### src/common/halt_dbg_params.svh
// Offsets, field positions, key and reset values of the halting debug registers
`ifndef HALT_DBG_PARAMS_SVH
`define HALT_DBG_PARAMS_SVH
`define EVT_FLAG_ADDR      32'he000ed30
`define EVT_FLAG_ALIAS     32'he002ed30
`define HALT_REG_ADDR      32'he000edf0
`define HALT_REG_ALIAS     32'he002edf0
`define WRITE_KEY          16'ha05f
`define EVT_EXT_BIT        4
`define EVT_VECTOR_CATCH_FLAG_BIT     3
`define EVT_WATCH_BIT      2
`define EVT_BREAKPOINT_FLAG_BIT       1
`define EVT_HALT_BIT       0
`define ST_RESTART_BIT     26
`define ST_RESET_BIT       25
`define ST_RETIRE_BIT      24
`define ST_SDE_BIT         20
`define ST_LOCKUP_BIT      19
`define ST_SLEEP_BIT       18
`define ST_HALT_BIT        17
`define ST_REGRDY_BIT      16
`define C_SNAP_BIT         5
`define C_MASK_BIT         3
`define C_STEP_BIT         2
`define C_HALT_BIT         1
`define C_DBGEN_BIT        0
`define EVT_FLAGS_RST      5'h00
`endif

### src/common/halt_dbg_pkg.sv
// Types shared by the halting debug control and status block
package halt_dbg_pkg;
	// One register access from the system bus side
	typedef struct packed {
		logic        valid;
		logic        write;
		logic [31:0] addr;
		logic [31:0] wdata;
		logic        word;
		logic        priv;
		logic        secure;
		logic        debugger;
	} reg_req_t;
	// Core state and event strobes seen by the block
	typedef struct packed {
		logic ext_req;
		logic vector_catch_flag;
		logic watch;
		logic breakpoint_flag;
		logic halt_step;
		logic restart_req;
		logic retire;
		logic in_debug;
		logic sleeping;
		logic locked_up;
		logic secure_state;
		logic sec_halt_allowed;
		logic halt_allowed;
		logic xfer_req;
		logic xfer_done;
	} core_evt_t;
	// Internal state of the block
	typedef struct packed {
		logic [4:0]  evt_flags;
		logic        restart_st;
		logic        reset_st;
		logic        retire_st;
		logic        sde_latch;
		logic        regrdy;
		logic        snap;
		logic        mask;
		logic        step;
		logic        halt;
		logic        dbgen;
		logic        catch_on_reset_enable;
		logic        in_debug;
		logic [31:0] rdata;
		logic        fault;
		logic        ack;
	} state_t;
endpackage

### src/halting_debug_status_control.sv
// Halting debug event flags and halting control/status register
`timescale 1ns/100ps
`include "halt_dbg_params.svh"

module halting_debug_status_control #(
	parameter bit HALT_DEBUG_IMPL = 1'b1, // Halting debug present
	parameter bit WATCH_IMPL      = 1'b1  // Watchpoint unit present
) (
	// Clock and resets
	input  wire logic                    ref_clk,
	input  wire logic                    rst_b,
	input  wire logic                    warm_rst_b,
	// Register access
	input  wire halt_dbg_pkg::reg_req_t  req,
	output logic                         ack,
	output logic [31:0]                  rdata,
	output logic                         fault,
	// Core events and state
	input  wire halt_dbg_pkg::core_evt_t evt,
	// Controls to the core
	output logic                         halt_req,
	output logic                         step_en,
	output logic                         snap_en,
	output logic                         mask_nonsecure_irqs,
	output logic                         mask_secure_irqs,
	output logic                         restart_core
);

	////////////////////////////////////////////////////////////////////////
	// State
	halt_dbg_pkg::state_t s_q;             // Registered state
	halt_dbg_pkg::state_t s_d;             // Next state
	logic                 dbg_allowed;     // Debug enabled and permitted
	logic                 sde_now;         // Secure debug status as read
	logic [31:0]          halt_rd;         // Halting register read image
	logic                 key_ok;          // Write carries the key
	logic                 hit_evt;         // Event flag register selected
	logic                 hit_halt;        // Halting register selected
	logic                 alias_hit;       // Either alias selected
	logic                 clr_halt_req;    // Halt control being cleared
	logic                 set_halt_req;    // Halt control being set

	assign dbg_allowed = s_q.dbgen & evt.halt_allowed;
	// Status tracks the live condition while running, frozen in debug
	assign sde_now = s_q.in_debug ? s_q.sde_latch : evt.sec_halt_allowed;

	////////////////////////////////////////////////////////////////////////
	// Address decode
	always_comb begin
		alias_hit = (req.addr == `EVT_FLAG_ALIAS) | (req.addr == `HALT_REG_ALIAS);
		// Aliases answer only Secure software, never the debugger
		hit_evt = (req.addr == `EVT_FLAG_ADDR) |
			((req.addr == `EVT_FLAG_ALIAS) & req.secure & ~req.debugger);
		hit_halt = HALT_DEBUG_IMPL & ((req.addr == `HALT_REG_ADDR) |
			((req.addr == `HALT_REG_ALIAS) & req.secure & ~req.debugger));
		key_ok = req.wdata[31:16] == `WRITE_KEY;
	end

	////////////////////////////////////////////////////////////////////////
	// Read image: status high, control low, reserved zero
	always_comb begin
		halt_rd = 32'h0000_0000;
		halt_rd[`ST_RESTART_BIT] = s_q.restart_st;
		halt_rd[`ST_RESET_BIT]   = s_q.reset_st;
		halt_rd[`ST_RETIRE_BIT]  = s_q.retire_st;
		halt_rd[`ST_SDE_BIT]     = sde_now;
		// Lockup visible only to the remote debugger, while running
		halt_rd[`ST_LOCKUP_BIT]  = evt.locked_up & ~s_q.in_debug & req.debugger;
		halt_rd[`ST_SLEEP_BIT]   = evt.sleeping;
		halt_rd[`ST_HALT_BIT]    = s_q.in_debug;
		halt_rd[`ST_REGRDY_BIT]  = s_q.regrdy;
		halt_rd[`C_SNAP_BIT]     = s_q.snap;
		halt_rd[`C_MASK_BIT]     = s_q.mask;
		halt_rd[`C_STEP_BIT]     = s_q.step;
		halt_rd[`C_HALT_BIT]     = s_q.halt;
		halt_rd[`C_DBGEN_BIT]    = s_q.dbgen;
	end

	////////////////////////////////////////////////////////////////////////
	// Next state
	always_comb begin
		s_d = s_q;
		s_d.ack = 1'b0;
		s_d.fault = 1'b0;
		s_d.rdata = 32'h0000_0000;
		s_d.in_debug = evt.in_debug;
		clr_halt_req = 1'b0;
		set_halt_req = 1'b0;

		// Sticky event flags; set wins over a same-cycle clear
		if (req.valid & req.write & req.priv & req.word & hit_evt) begin
			s_d.evt_flags = s_q.evt_flags & ~req.wdata[4:0];
		end
		if (evt.ext_req) s_d.evt_flags[`EVT_EXT_BIT] = 1'b1;
		if (evt.vector_catch_flag & HALT_DEBUG_IMPL) s_d.evt_flags[`EVT_VECTOR_CATCH_FLAG_BIT] = 1'b1;
		if (evt.watch & WATCH_IMPL) s_d.evt_flags[`EVT_WATCH_BIT] = 1'b1;
		if (evt.breakpoint_flag) s_d.evt_flags[`EVT_BREAKPOINT_FLAG_BIT] = 1'b1;
		if (evt.halt_step) s_d.evt_flags[`EVT_HALT_BIT] = 1'b1;

		// Bus access answer
		if (req.valid) begin
			s_d.ack = 1'b1;
			// Unprivileged access faults; odd sizes are simply dropped
			if (~req.priv) begin
				s_d.fault = 1'b1;
			end else if (req.word & ~req.write) begin
				if (hit_evt) begin
					s_d.rdata = {27'h0000000, s_q.evt_flags};
				end else if (hit_halt) begin
					s_d.rdata = halt_rd;
					// Reading clears the read-sensitive stickies
					s_d.restart_st = 1'b0;
					s_d.reset_st = 1'b0;
					s_d.retire_st = 1'b0;
				end
			end else if (req.word & req.write & hit_halt & key_ok) begin
				if (req.debugger) s_d.dbgen = req.wdata[`C_DBGEN_BIT];
				s_d.halt = req.wdata[`C_HALT_BIT];
				s_d.step = req.wdata[`C_STEP_BIT];
				s_d.mask = req.wdata[`C_MASK_BIT];
				// Snap stall only takes writes with secure debug allowed
				if (sde_now) s_d.snap = req.wdata[`C_SNAP_BIT];
				clr_halt_req = s_q.halt & ~req.wdata[`C_HALT_BIT];
			end
		end
		if (alias_hit & ~hit_evt & ~hit_halt) s_d.rdata = 32'h0000_0000;

		// Restart from register write or external restart request
		clr_halt_req = clr_halt_req | (evt.restart_req & s_q.halt);
		set_halt_req = dbg_allowed & (evt.ext_req | evt.vector_catch_flag | evt.watch | evt.breakpoint_flag | evt.halt_step);
		if (clr_halt_req) begin
			s_d.halt = 1'b0;
			s_d.restart_st = 1'b1;
		end
		// A coincident set re-halts at once, restart still recorded
		if (set_halt_req) s_d.halt = 1'b1;

		if (evt.retire) s_d.retire_st = 1'b1;

		// Secure debug status captured at debug entry
		if (evt.in_debug & ~s_q.in_debug) begin
			s_d.sde_latch = evt.secure_state | evt.sec_halt_allowed;
		end

		// Core register transfer handshake
		if (evt.xfer_req) s_d.regrdy = 1'b0;
		if (evt.xfer_done) s_d.regrdy = 1'b1;

		// Warm reset: reset sticky set, halt cleared, optional catch
		if (~warm_rst_b) begin
			s_d.reset_st = 1'b1;
			s_d.halt = 1'b0;
			s_d.catch_on_reset_enable = s_q.catch_on_reset_enable;
			// Pended regardless of security state or secure debug
			if (dbg_allowed & s_q.catch_on_reset_enable & HALT_DEBUG_IMPL) begin
				s_d.evt_flags[`EVT_VECTOR_CATCH_FLAG_BIT] = 1'b1;
				s_d.halt = 1'b1;
			end
		end
	end

	////////////////////////////////////////////////////////////////////////
	// State register, cold reset synchronous
	always_ff @(posedge ref_clk) begin
		if (!rst_b) begin
			s_q <= '0;
			s_q.reset_st <= 1'b1;
			s_q.regrdy <= 1'b1;
		end else begin
			s_q <= s_d;
		end
	end

	////////////////////////////////////////////////////////////////////////
	// Outputs; controls other than restart_core act as zero when debug is not allowed
	assign ack = s_q.ack;
	assign rdata = s_q.rdata;
	assign fault = s_q.fault;
	assign halt_req = s_q.halt & dbg_allowed & (sde_now | ~evt.secure_state);
	assign step_en = s_q.step & dbg_allowed & (sde_now | ~evt.secure_state);
	assign snap_en = s_q.snap & dbg_allowed;
	// Mask never reaches the non-maskable interrupt
	assign mask_nonsecure_irqs = s_q.mask & dbg_allowed;
	assign mask_secure_irqs = s_q.mask & dbg_allowed & sde_now;
	assign restart_core = ~s_q.halt & s_q.in_debug;
endmodule

### config.mk
export PLATFORM = sky130hd
export DESIGN_NAME = halting_debug_status_control
export DESIGN_NICKNAME = d
export VERILOG_FILES = /design/src/common/halt_dbg_pkg.sv /design/src/halting_debug_status_control.sv
export VERILOG_INCLUDE_DIRS = /design/src /design/src/common
export SDC_FILE = /design/constraint.sdc
export NUM_CORES = 1
export LEC_CHECK = 0
export BUFFER_PORTS_ARGS = -buffer_cell sky130_fd_sc_hd__buf_2
export CAP_MARGIN = 0
export CORE_AREA = 2 2 67 69
export CTS_CLUSTER_DIAMETER = 200
export DETAILED_ROUTE_END_ITERATION = 6
export DIE_AREA = 0 0 69 71
export PLACE_DENSITY = 0.79
export RECOVER_POWER = 25
export SETUP_SLACK_MARGIN = 0.2
export SYNTH_ARGS = -nofsm -noshare
export SYNTH_HDL_FRONTEND = slang
export SYNTH_SLANG_ARGS = --single-unit
### constraint.sdc
create_clock -name ref_clk -period 2.43 [get_ports ref_clk]
set_input_delay 0.486 -clock ref_clk [delete_from_list [all_inputs] [get_ports ref_clk]]
set_output_delay 0.486 -clock ref_clk [all_outputs]
set_load 0.005 [all_outputs]
==> results of run 1 <==
==> sequential cells by signal, summed over array words and instances (netlist names) <==
signal	cells
s_q	6
ack	1
rdata	14
halt_rd	10
fault	1
==> cells in the final DEF, fill, tap and decap left out, drive strengths merged, types with 2 or more instances in the layout <==
cell type	n
a211oi	3
nor3	3
nor2	9
mux2i	4
and4	3
nor4	3
conb	18
inv	11
nand2	10
buf	99
and2	11
clkinv	2
o21ai	5
dfxtp	32
nor2b	4
a31oi	6
nand4	7
and3	4
clkbuf	9
nor4bb	4
nor4b	4
a21oi	9
nand3	10
a31o	2
==> metal layers <==
metal | track usage (%) | vias up | share of wire, %
met3 | 6.695 | 7 | 10
met4 | 8.715 | 0 | 2.2
li1 | - | 833 | -
met5 | 0 | - | 0
met2 | 28.95 | 92 | 48
met1 | 18.94 | 751 | 40
==> logic make-up (layout without fill, tap and decap cells) <==
logic type	count (synthesis)	after routing	share of synthesized area, %
and+or+nand+nor	80	80	32.44
buffers and inverters	46	121	16.92
AOI/OAI and AO/OA	32	32	11.57
DFF	32	32	36.11
muxes	4	4	2.257
other	1	18	0.2114
xor gates and xnor gates	1	1	0.4937
==> final timing paths <==
check | slack (ps) | depth (start not counted) | end | from
worst max-delay path | 430 | 5 | rdata[19]$_SDFF_PP0_ | rst_b
worst min-delay path | 380 | 2 | halt_rd[16]$_SDFFE_PP1P_ | evt[0]
worst max register to register | 1260 | 3 | halt_rd[5]$_SDFFE_PN0P_ | halt_rd[17]$_SDFF_PN0_
worst min register to register | 450 | 1 | halt_rd[16]$_SDFFE_PP1P_ | halt_rd[16]$_SDFFE_PP1P_
==> through the flow <==
step	setup slack (ps)	power (W)	instance area [sq um]	utilization, %	hold slack [ps]
floorplan	612.1	0.0006222	1838	-	426.7
finish	434.5	0.001093	2251	53.54	381.2
detailed placement	251.4	0.0006927	2162	51.43	441.8
global placement	287.2	0.0006896	2162	51.43	437.9
CTS	532.5	0.001107	2255	53.63	374.0
global route	228.7	0.001150	2251	53.54	378.0
==> report_power, final <==
part / leakage, nW / total, W / internal (W) / switching [W]
registers: 0.261 / 0.000541 / 0.000536 / 0.00000515
logic: 0.835 / 0.000139 / 0.0000707 / 0.0000687
clock network: 0.0510 / 0.000412 / 0.000225 / 0.000187
total: 1.15 / 0.00109 / 0.000832 / 0.000261
==> area by class of cell <==
type | instances | area [sq um] | share of cell area [%]
Multi-Input combinational cell | 135 | 897.1 | 39.86
Sequential cell | 32 | 640.6 | 28.46
Timing Repair Buffer | 102 | 514.2 | 22.85
Clock buffer | 6 | 82.58 | 3.669
Tap cell | 52 | 65.06 | 2.890
Inverter | 11 | 41.29 | 1.834
Clock inverter | 2 | 10.01 | 0.4447
==> qor.yml, run 1 <==
slew_headroom_pct: 55.59
clock_sinks: 32
max_stage_delay_ps: 490
dpl.cell_count: 332
path_cells: "clkbuf_1, inv_1, nor3_1, and3_1, and4_1"
leakagePower_nw: 1.147
drc: 0
netlist_top_cells_count: "34 x buf_4, 32 x dfxtp_1, 11 x and2_1, 11 x inv_1"
viasPerCell: 4.950
cts_tree: "built"
pwr_density_cell_mw_per_mm2: 485.7
syn_inst: 196
cts_resized: 0
syn_area_per_cell_sq_um: 9.052
cp_num_buf_inv: 2
stdcell_count: 340
critPathCaptureType: "flip-flop"
hold_viol: 0
synth-main-ff-cell: "dfxtp_1"
worstHoldPathType: "primary input to flip-flop"
ys_types: 44
setup_viol: 0
synth_warnings: 0
maxCapViolations: 0
clockRootBuffer: "clkbuf_8"
crit_family: "simple AND/OR/NAND/NOR gates"
synth_async_sr_flop_share_pct: 0
drt_iter0_markers: 58
drt_pass1_iterations: 4
critPathSlowestCell: "clkbuf_1"
max-vdd-ir-drop_v: 0.0002046
die_height_microns: 71
first_global_vias: 1601
rsz0062_at_grt: "false"
routed_wirelength_mm: 4.116
nets: 375
cts.clk_slew.worst_paths_ps: 60
antenna_cells: 0
htreeDepth: 2
hpwl_mm: 3.422
outcome: "finished, final reports clean"
critPathMaxFanout: 16
critPathRequiredTime_ps: 2660
yosysTopAreaCellShare_pct: 36.11
grt_pass1_wl_mm: 6.637
seq_area_frac_synth_pct: 36.11
synth-edff-count: 0
num_io_pins: 128
finalCriticalPeriod_ps: 1996
final.period_utilization_pct: 82.12
dieArea_sq_mm: 0.004899
fmax_ghz: 0.5011
drive_above_1_share_pct: 39.93
synthToLayoutAreaGrowth_pct: 26.87
antenna_found_initial: 0
yosysMostFrequentCell: "buf_4"
start_kind: "primary input"
yosys.area.top_type: "dfxtp_1"
num-fill-cells: 426
setup.worst_path.class: "primary input to flip-flop"
start_util_pct: 42.20
tightestPinTransition_ps: 666.2
grt_max_degree: 17
grt_use_total_pct: 17.20
cts_hold_buf: 0
slew_violations: 0
tns_ps: 0
clock_path_buffers: 2
place_congestion: 0.8097
arrival_ps: 2220
detail-route-antenna-nets: 0
cts_buffers: 5
synth-seq-cells: 32
rows: 24
core_area_sq_mm: 0.004204
overflow: 0
syn_area_sq_mm: 0.001774
yosys-top-cells-area: "dfxtp_1 36%, buf_4 14%, and2_1 3.9%, nand3_1 2.8%, nor4b_4 2.7%"
port_buffers: 99
num_vias: 1683
clock_latency_ps: 280
wire_per_inst_microns: 12.11
fin_skew_ps: 2.649
cts_setup_buffers: 0
die_w_microns: 69
No activity file was read; power rests on OpenSTA's default activity.
==> inputs of run 2 (changes only) <==
--- a/config.mk
+++ b/config.mk
@@ -6,13 +6,14 @@
 export SDC_FILE = /design/constraint.sdc
 export NUM_CORES = 1
 export LEC_CHECK = 0
+export ABC_AREA = 1
 export BUFFER_PORTS_ARGS = -buffer_cell sky130_fd_sc_hd__buf_2
 export CAP_MARGIN = 0
-export CORE_AREA = 2 2 67 69
+export CORE_AREA = 2 2 73 75
 export CTS_CLUSTER_DIAMETER = 200
 export DETAILED_ROUTE_END_ITERATION = 6
-export DIE_AREA = 0 0 69 71
-export PLACE_DENSITY = 0.79
+export DIE_AREA = 0 0 75 77
+export PLACE_DENSITY = 0.7
 export RECOVER_POWER = 25
 export SETUP_SLACK_MARGIN = 0.2
 export SYNTH_ARGS = -nofsm -noshare
==> constraint.sdc (replaced) <==
create_clock -name ref_clk -period 1.7 [get_ports ref_clk]
set_input_delay 0.34 -clock ref_clk [delete_from_list [all_inputs] [get_ports ref_clk]]
set_output_delay 0.34 -clock ref_clk [all_outputs]
set_load 0.005 [all_outputs]
==> run 2 against run 1 <==
Compared with the run above:
- synthesized area shrank 1.6%
- register-to-register slack lost 480 ps
- routed wire length down 3.5%
- cell area increased by 3.1%
- total power rose by 53%
- clock power is 73% higher
- largest cell class unchanged
- final cell count increased by 25%
- global-route usage shrank 2.5 points
- count of clock-buffer cells in the layout unchanged
- combinational power rose by 32%
- setup slack worse by 200 ps
- highest routed layer unchanged
- synthesized cell count grew 33%
==> qor.yml, run 2 <==
regArea_sq_um: 641.9
dieArea_sq_mm: 0.005775
regToRegSetupSlack_ps: 780
outcome: "finished, final reports clean"
ys_types: 22
num-fill-cells: 534
netlist_top_cells_count: "54 x nand2_1, 46 x nor2_1, 40 x inv_1, 33 x buf_4, 32 x dfxtp_1"
max-vdd-ir-drop_v: 0.0002756
final_cell_mix: "92 x buf_2, 51 x nand2_1, 46 x nor2_1, 36 x inv_1, 31 x dfxtp_1"
rsz0062_at_grt: "true"
antenna_found_initial: 0
syn_area_sq_mm: 0.001745
hold_viol: 0
synth-main-ff-cell: "dfxtp_1"
sw_frac_of_total_pct: 22.32
hpwl_mm: 3.282
syn_inst: 260
syn_area_per_cell_sq_um: 6.713
synth-edff-count: 0
seq_area_frac_synth_pct: 36.70
setup_viol: 0
intPower_w: 0.001297
reg2reg_depth: 8
place_congestion: 0.8000
die_w_microns: 75
clock_path_buffers: 2
worstHoldPathType: "primary input to flip-flop"
hold-worst-slack_ps: 219.8
grt_pass1_wl_mm: 6.568
critPathRequiredTime_ps: 1360
drt_iter0_markers: 34
cts_buffers: 5
leakagePower_nw: 1.312
fmax_ghz: 0.6801
yosys.area.top_type: "dfxtp_1"
min_to: "fault$_SDFF_PN0_"
die_height_microns: 77
grt_max_degree: 12
detail-route-antenna-nets: 0
largest_reg_flops: 14
power_frac_comb_pct: 11.0
r2r_start: "halt_rd[17]$_SDFF_PN0_"
tns_ps: 0
routed_wirelength_mm: 3.972
htreeDepth: 2
p_switching_w: 0.0003726
nets: 442
clock_latency_ps: 290
rr_endpoint: "halt_rd[5]$_SDFFE_PN0P_"
start_kind: "flip-flop"
port_buffers: 99
rows: 26
num_vias: 1732
synthToLayoutAreaGrowth_pct: 32.98
antenna_cells: 0
worstHoldStart: "req[2]"
finalPower_w: 0.001669
maxCapViolations: 0
finalCriticalPeriod_ps: 1470
cts_hold_buf: 0
viasPerCell: 4.075
synth-seq-cells: 32
drc: 0
final.period_utilization_pct: 86.49
critPathCaptureType: "output port"
clockRootBuffer: "clkbuf_8"
layout_commonest_cell: "buf_2"
yosys-top-cells-area: "dfxtp_1 37%, buf_4 14%, nand2_1 12%, nor2_1 9.9%, inv_1 8.6%"
num_io_pins: 128
cts.clk_slew.worst_paths_ps: 70
fin_skew_ps: 7.853
grt_use_total_pct: 14.67
drive_above_1_share_pct: 36.90
yosysTopAreaCellShare_pct: 36.70
cts_tree: "built"
critPathMaxFanout: 3
pwr_density_cell_mw_per_mm2: 719.3
overflow: 0
synth_async_sr_flop_share_pct: 0
start_util_pct: 35.07
synth_warnings: 0
yosysMostFrequentCell: "nand2_1"
clock_sinks: 32
slew_violations: 0
clkPwrFrac_pct: 42.6
min_path_cells: 2
p_seq_share_pct: 46.4
arrival_ps: 1130
core_area_sq_mm: 0.004977
multi_input_area_sq_um: 785.8
setup.worst_path.class: "flip-flop to output port"
wire_per_inst_microns: 9.346
first_global_vias: 1614
drt_pass1_iterations: 4
## run 2: cell families after synthesis
family | Yosys count | share of synthesized area, %
and+or+nand+nor | 133 | 33.91
buffers and inverters | 76 | 23.51
other | 1 | 0.2148
DFF | 32 | 36.70
AOI/OAI and AO/OA | 18 | 5.663
## run 2: area by class of cell
| type | instances | area share [%] |
|---|---|---|
| clock buffers | 6 | 3.127 |
| multi-input cells | 169 | 33.85 |
| clock inverters | 2 | 1.509 |
| inverters | 42 | 6.846 |
| well taps | 70 | 3.774 |
| repair buffers | 104 | 23.23 |
| flip-flops and latches | 32 | 27.65 |
## run 2: worst max-delay path: stages (launching register included)
cell	delay (ps)
dfxtp_2	330
inv_2	50
nand2_2	40
nand2_2	80
inv_2	50
nand2_2	80
nand3_2	60
inv_2	70
buf_6	90
## run 2: layer usage
metal | part of all wire (%) | vias to the layer above | routed length (microns) | global-route usage (%)
li1 | - | 922 | - | -
met2 | 50 | 72 | 1993 | 25.70
met1 | 39 | 731 | 1538 | 15.52
met4 | 2.2 | 0 | 89 | 5.357
met3 | 8.8 | 7 | 351 | 5.519
met5 | 0 | - | 0 | 0
## run 2: worst max path at each step
stage / start / endpoint / slack, ps / depth (start not counted)
after floorplan: req[63] / s_q[46]$_SDFFE_PN0P_ / 300 / 10
after global placement: req[61] / s_q[46]$_SDFFE_PN0P_ / 30 / 11
after detailed placement: req[61] / s_q[46]$_SDFFE_PN0P_ / -4 / 11
after CTS: halt_rd[17]$_SDFF_PN0_ / step_en / 210 / 8
after global routing: req[61] / s_q[46]$_SDFFE_PN0P_ / 120 / 11
final: halt_rd[17]$_SDFF_PN0_ / halt_req / 230 / 8
## run 2: metrics by stage
| stage | setup slack (ps) | cell area, sq um | instances | utilization, % |
|---|---|---|---|---|
| floorplan | 295.1 | 1809 | 277 | - |
| global placement | 25.81 | 2156 | 414 | 43.31 |
| detailed placement | -3.539 | 2156 | 414 | 43.31 |
| CTS | 207.2 | 2275 | 423 | 45.70 |
| global route | 120.9 | 2321 | 425 | 46.63 |
| finish | 229.7 | 2321 | 425 | 46.63 |
## run 2: what timing repair did
| item | 4_1_cts | 5_1_grt |
|---|---|---|
| gates cloned | 0 | 0 |
| buffers inserted | 1 | 2 |
| resized for setup | 4 | 10 |
| pin swaps | 0 | 4 |
| endpoints found under the setup margin | 3 | 10 |
## run 2: power groups by stage
stage	clock (W)	sequential (W)	combinational [W]
floorplan	0	0.000789	0.0000996
global placement	0	0.000790	0.000168
detailed placement	0	0.000791	0.000173
CTS	0.000723	0.000774	0.000176
global route	0.000753	0.000775	0.000214
finish	0.000711	0.000774	0.000184
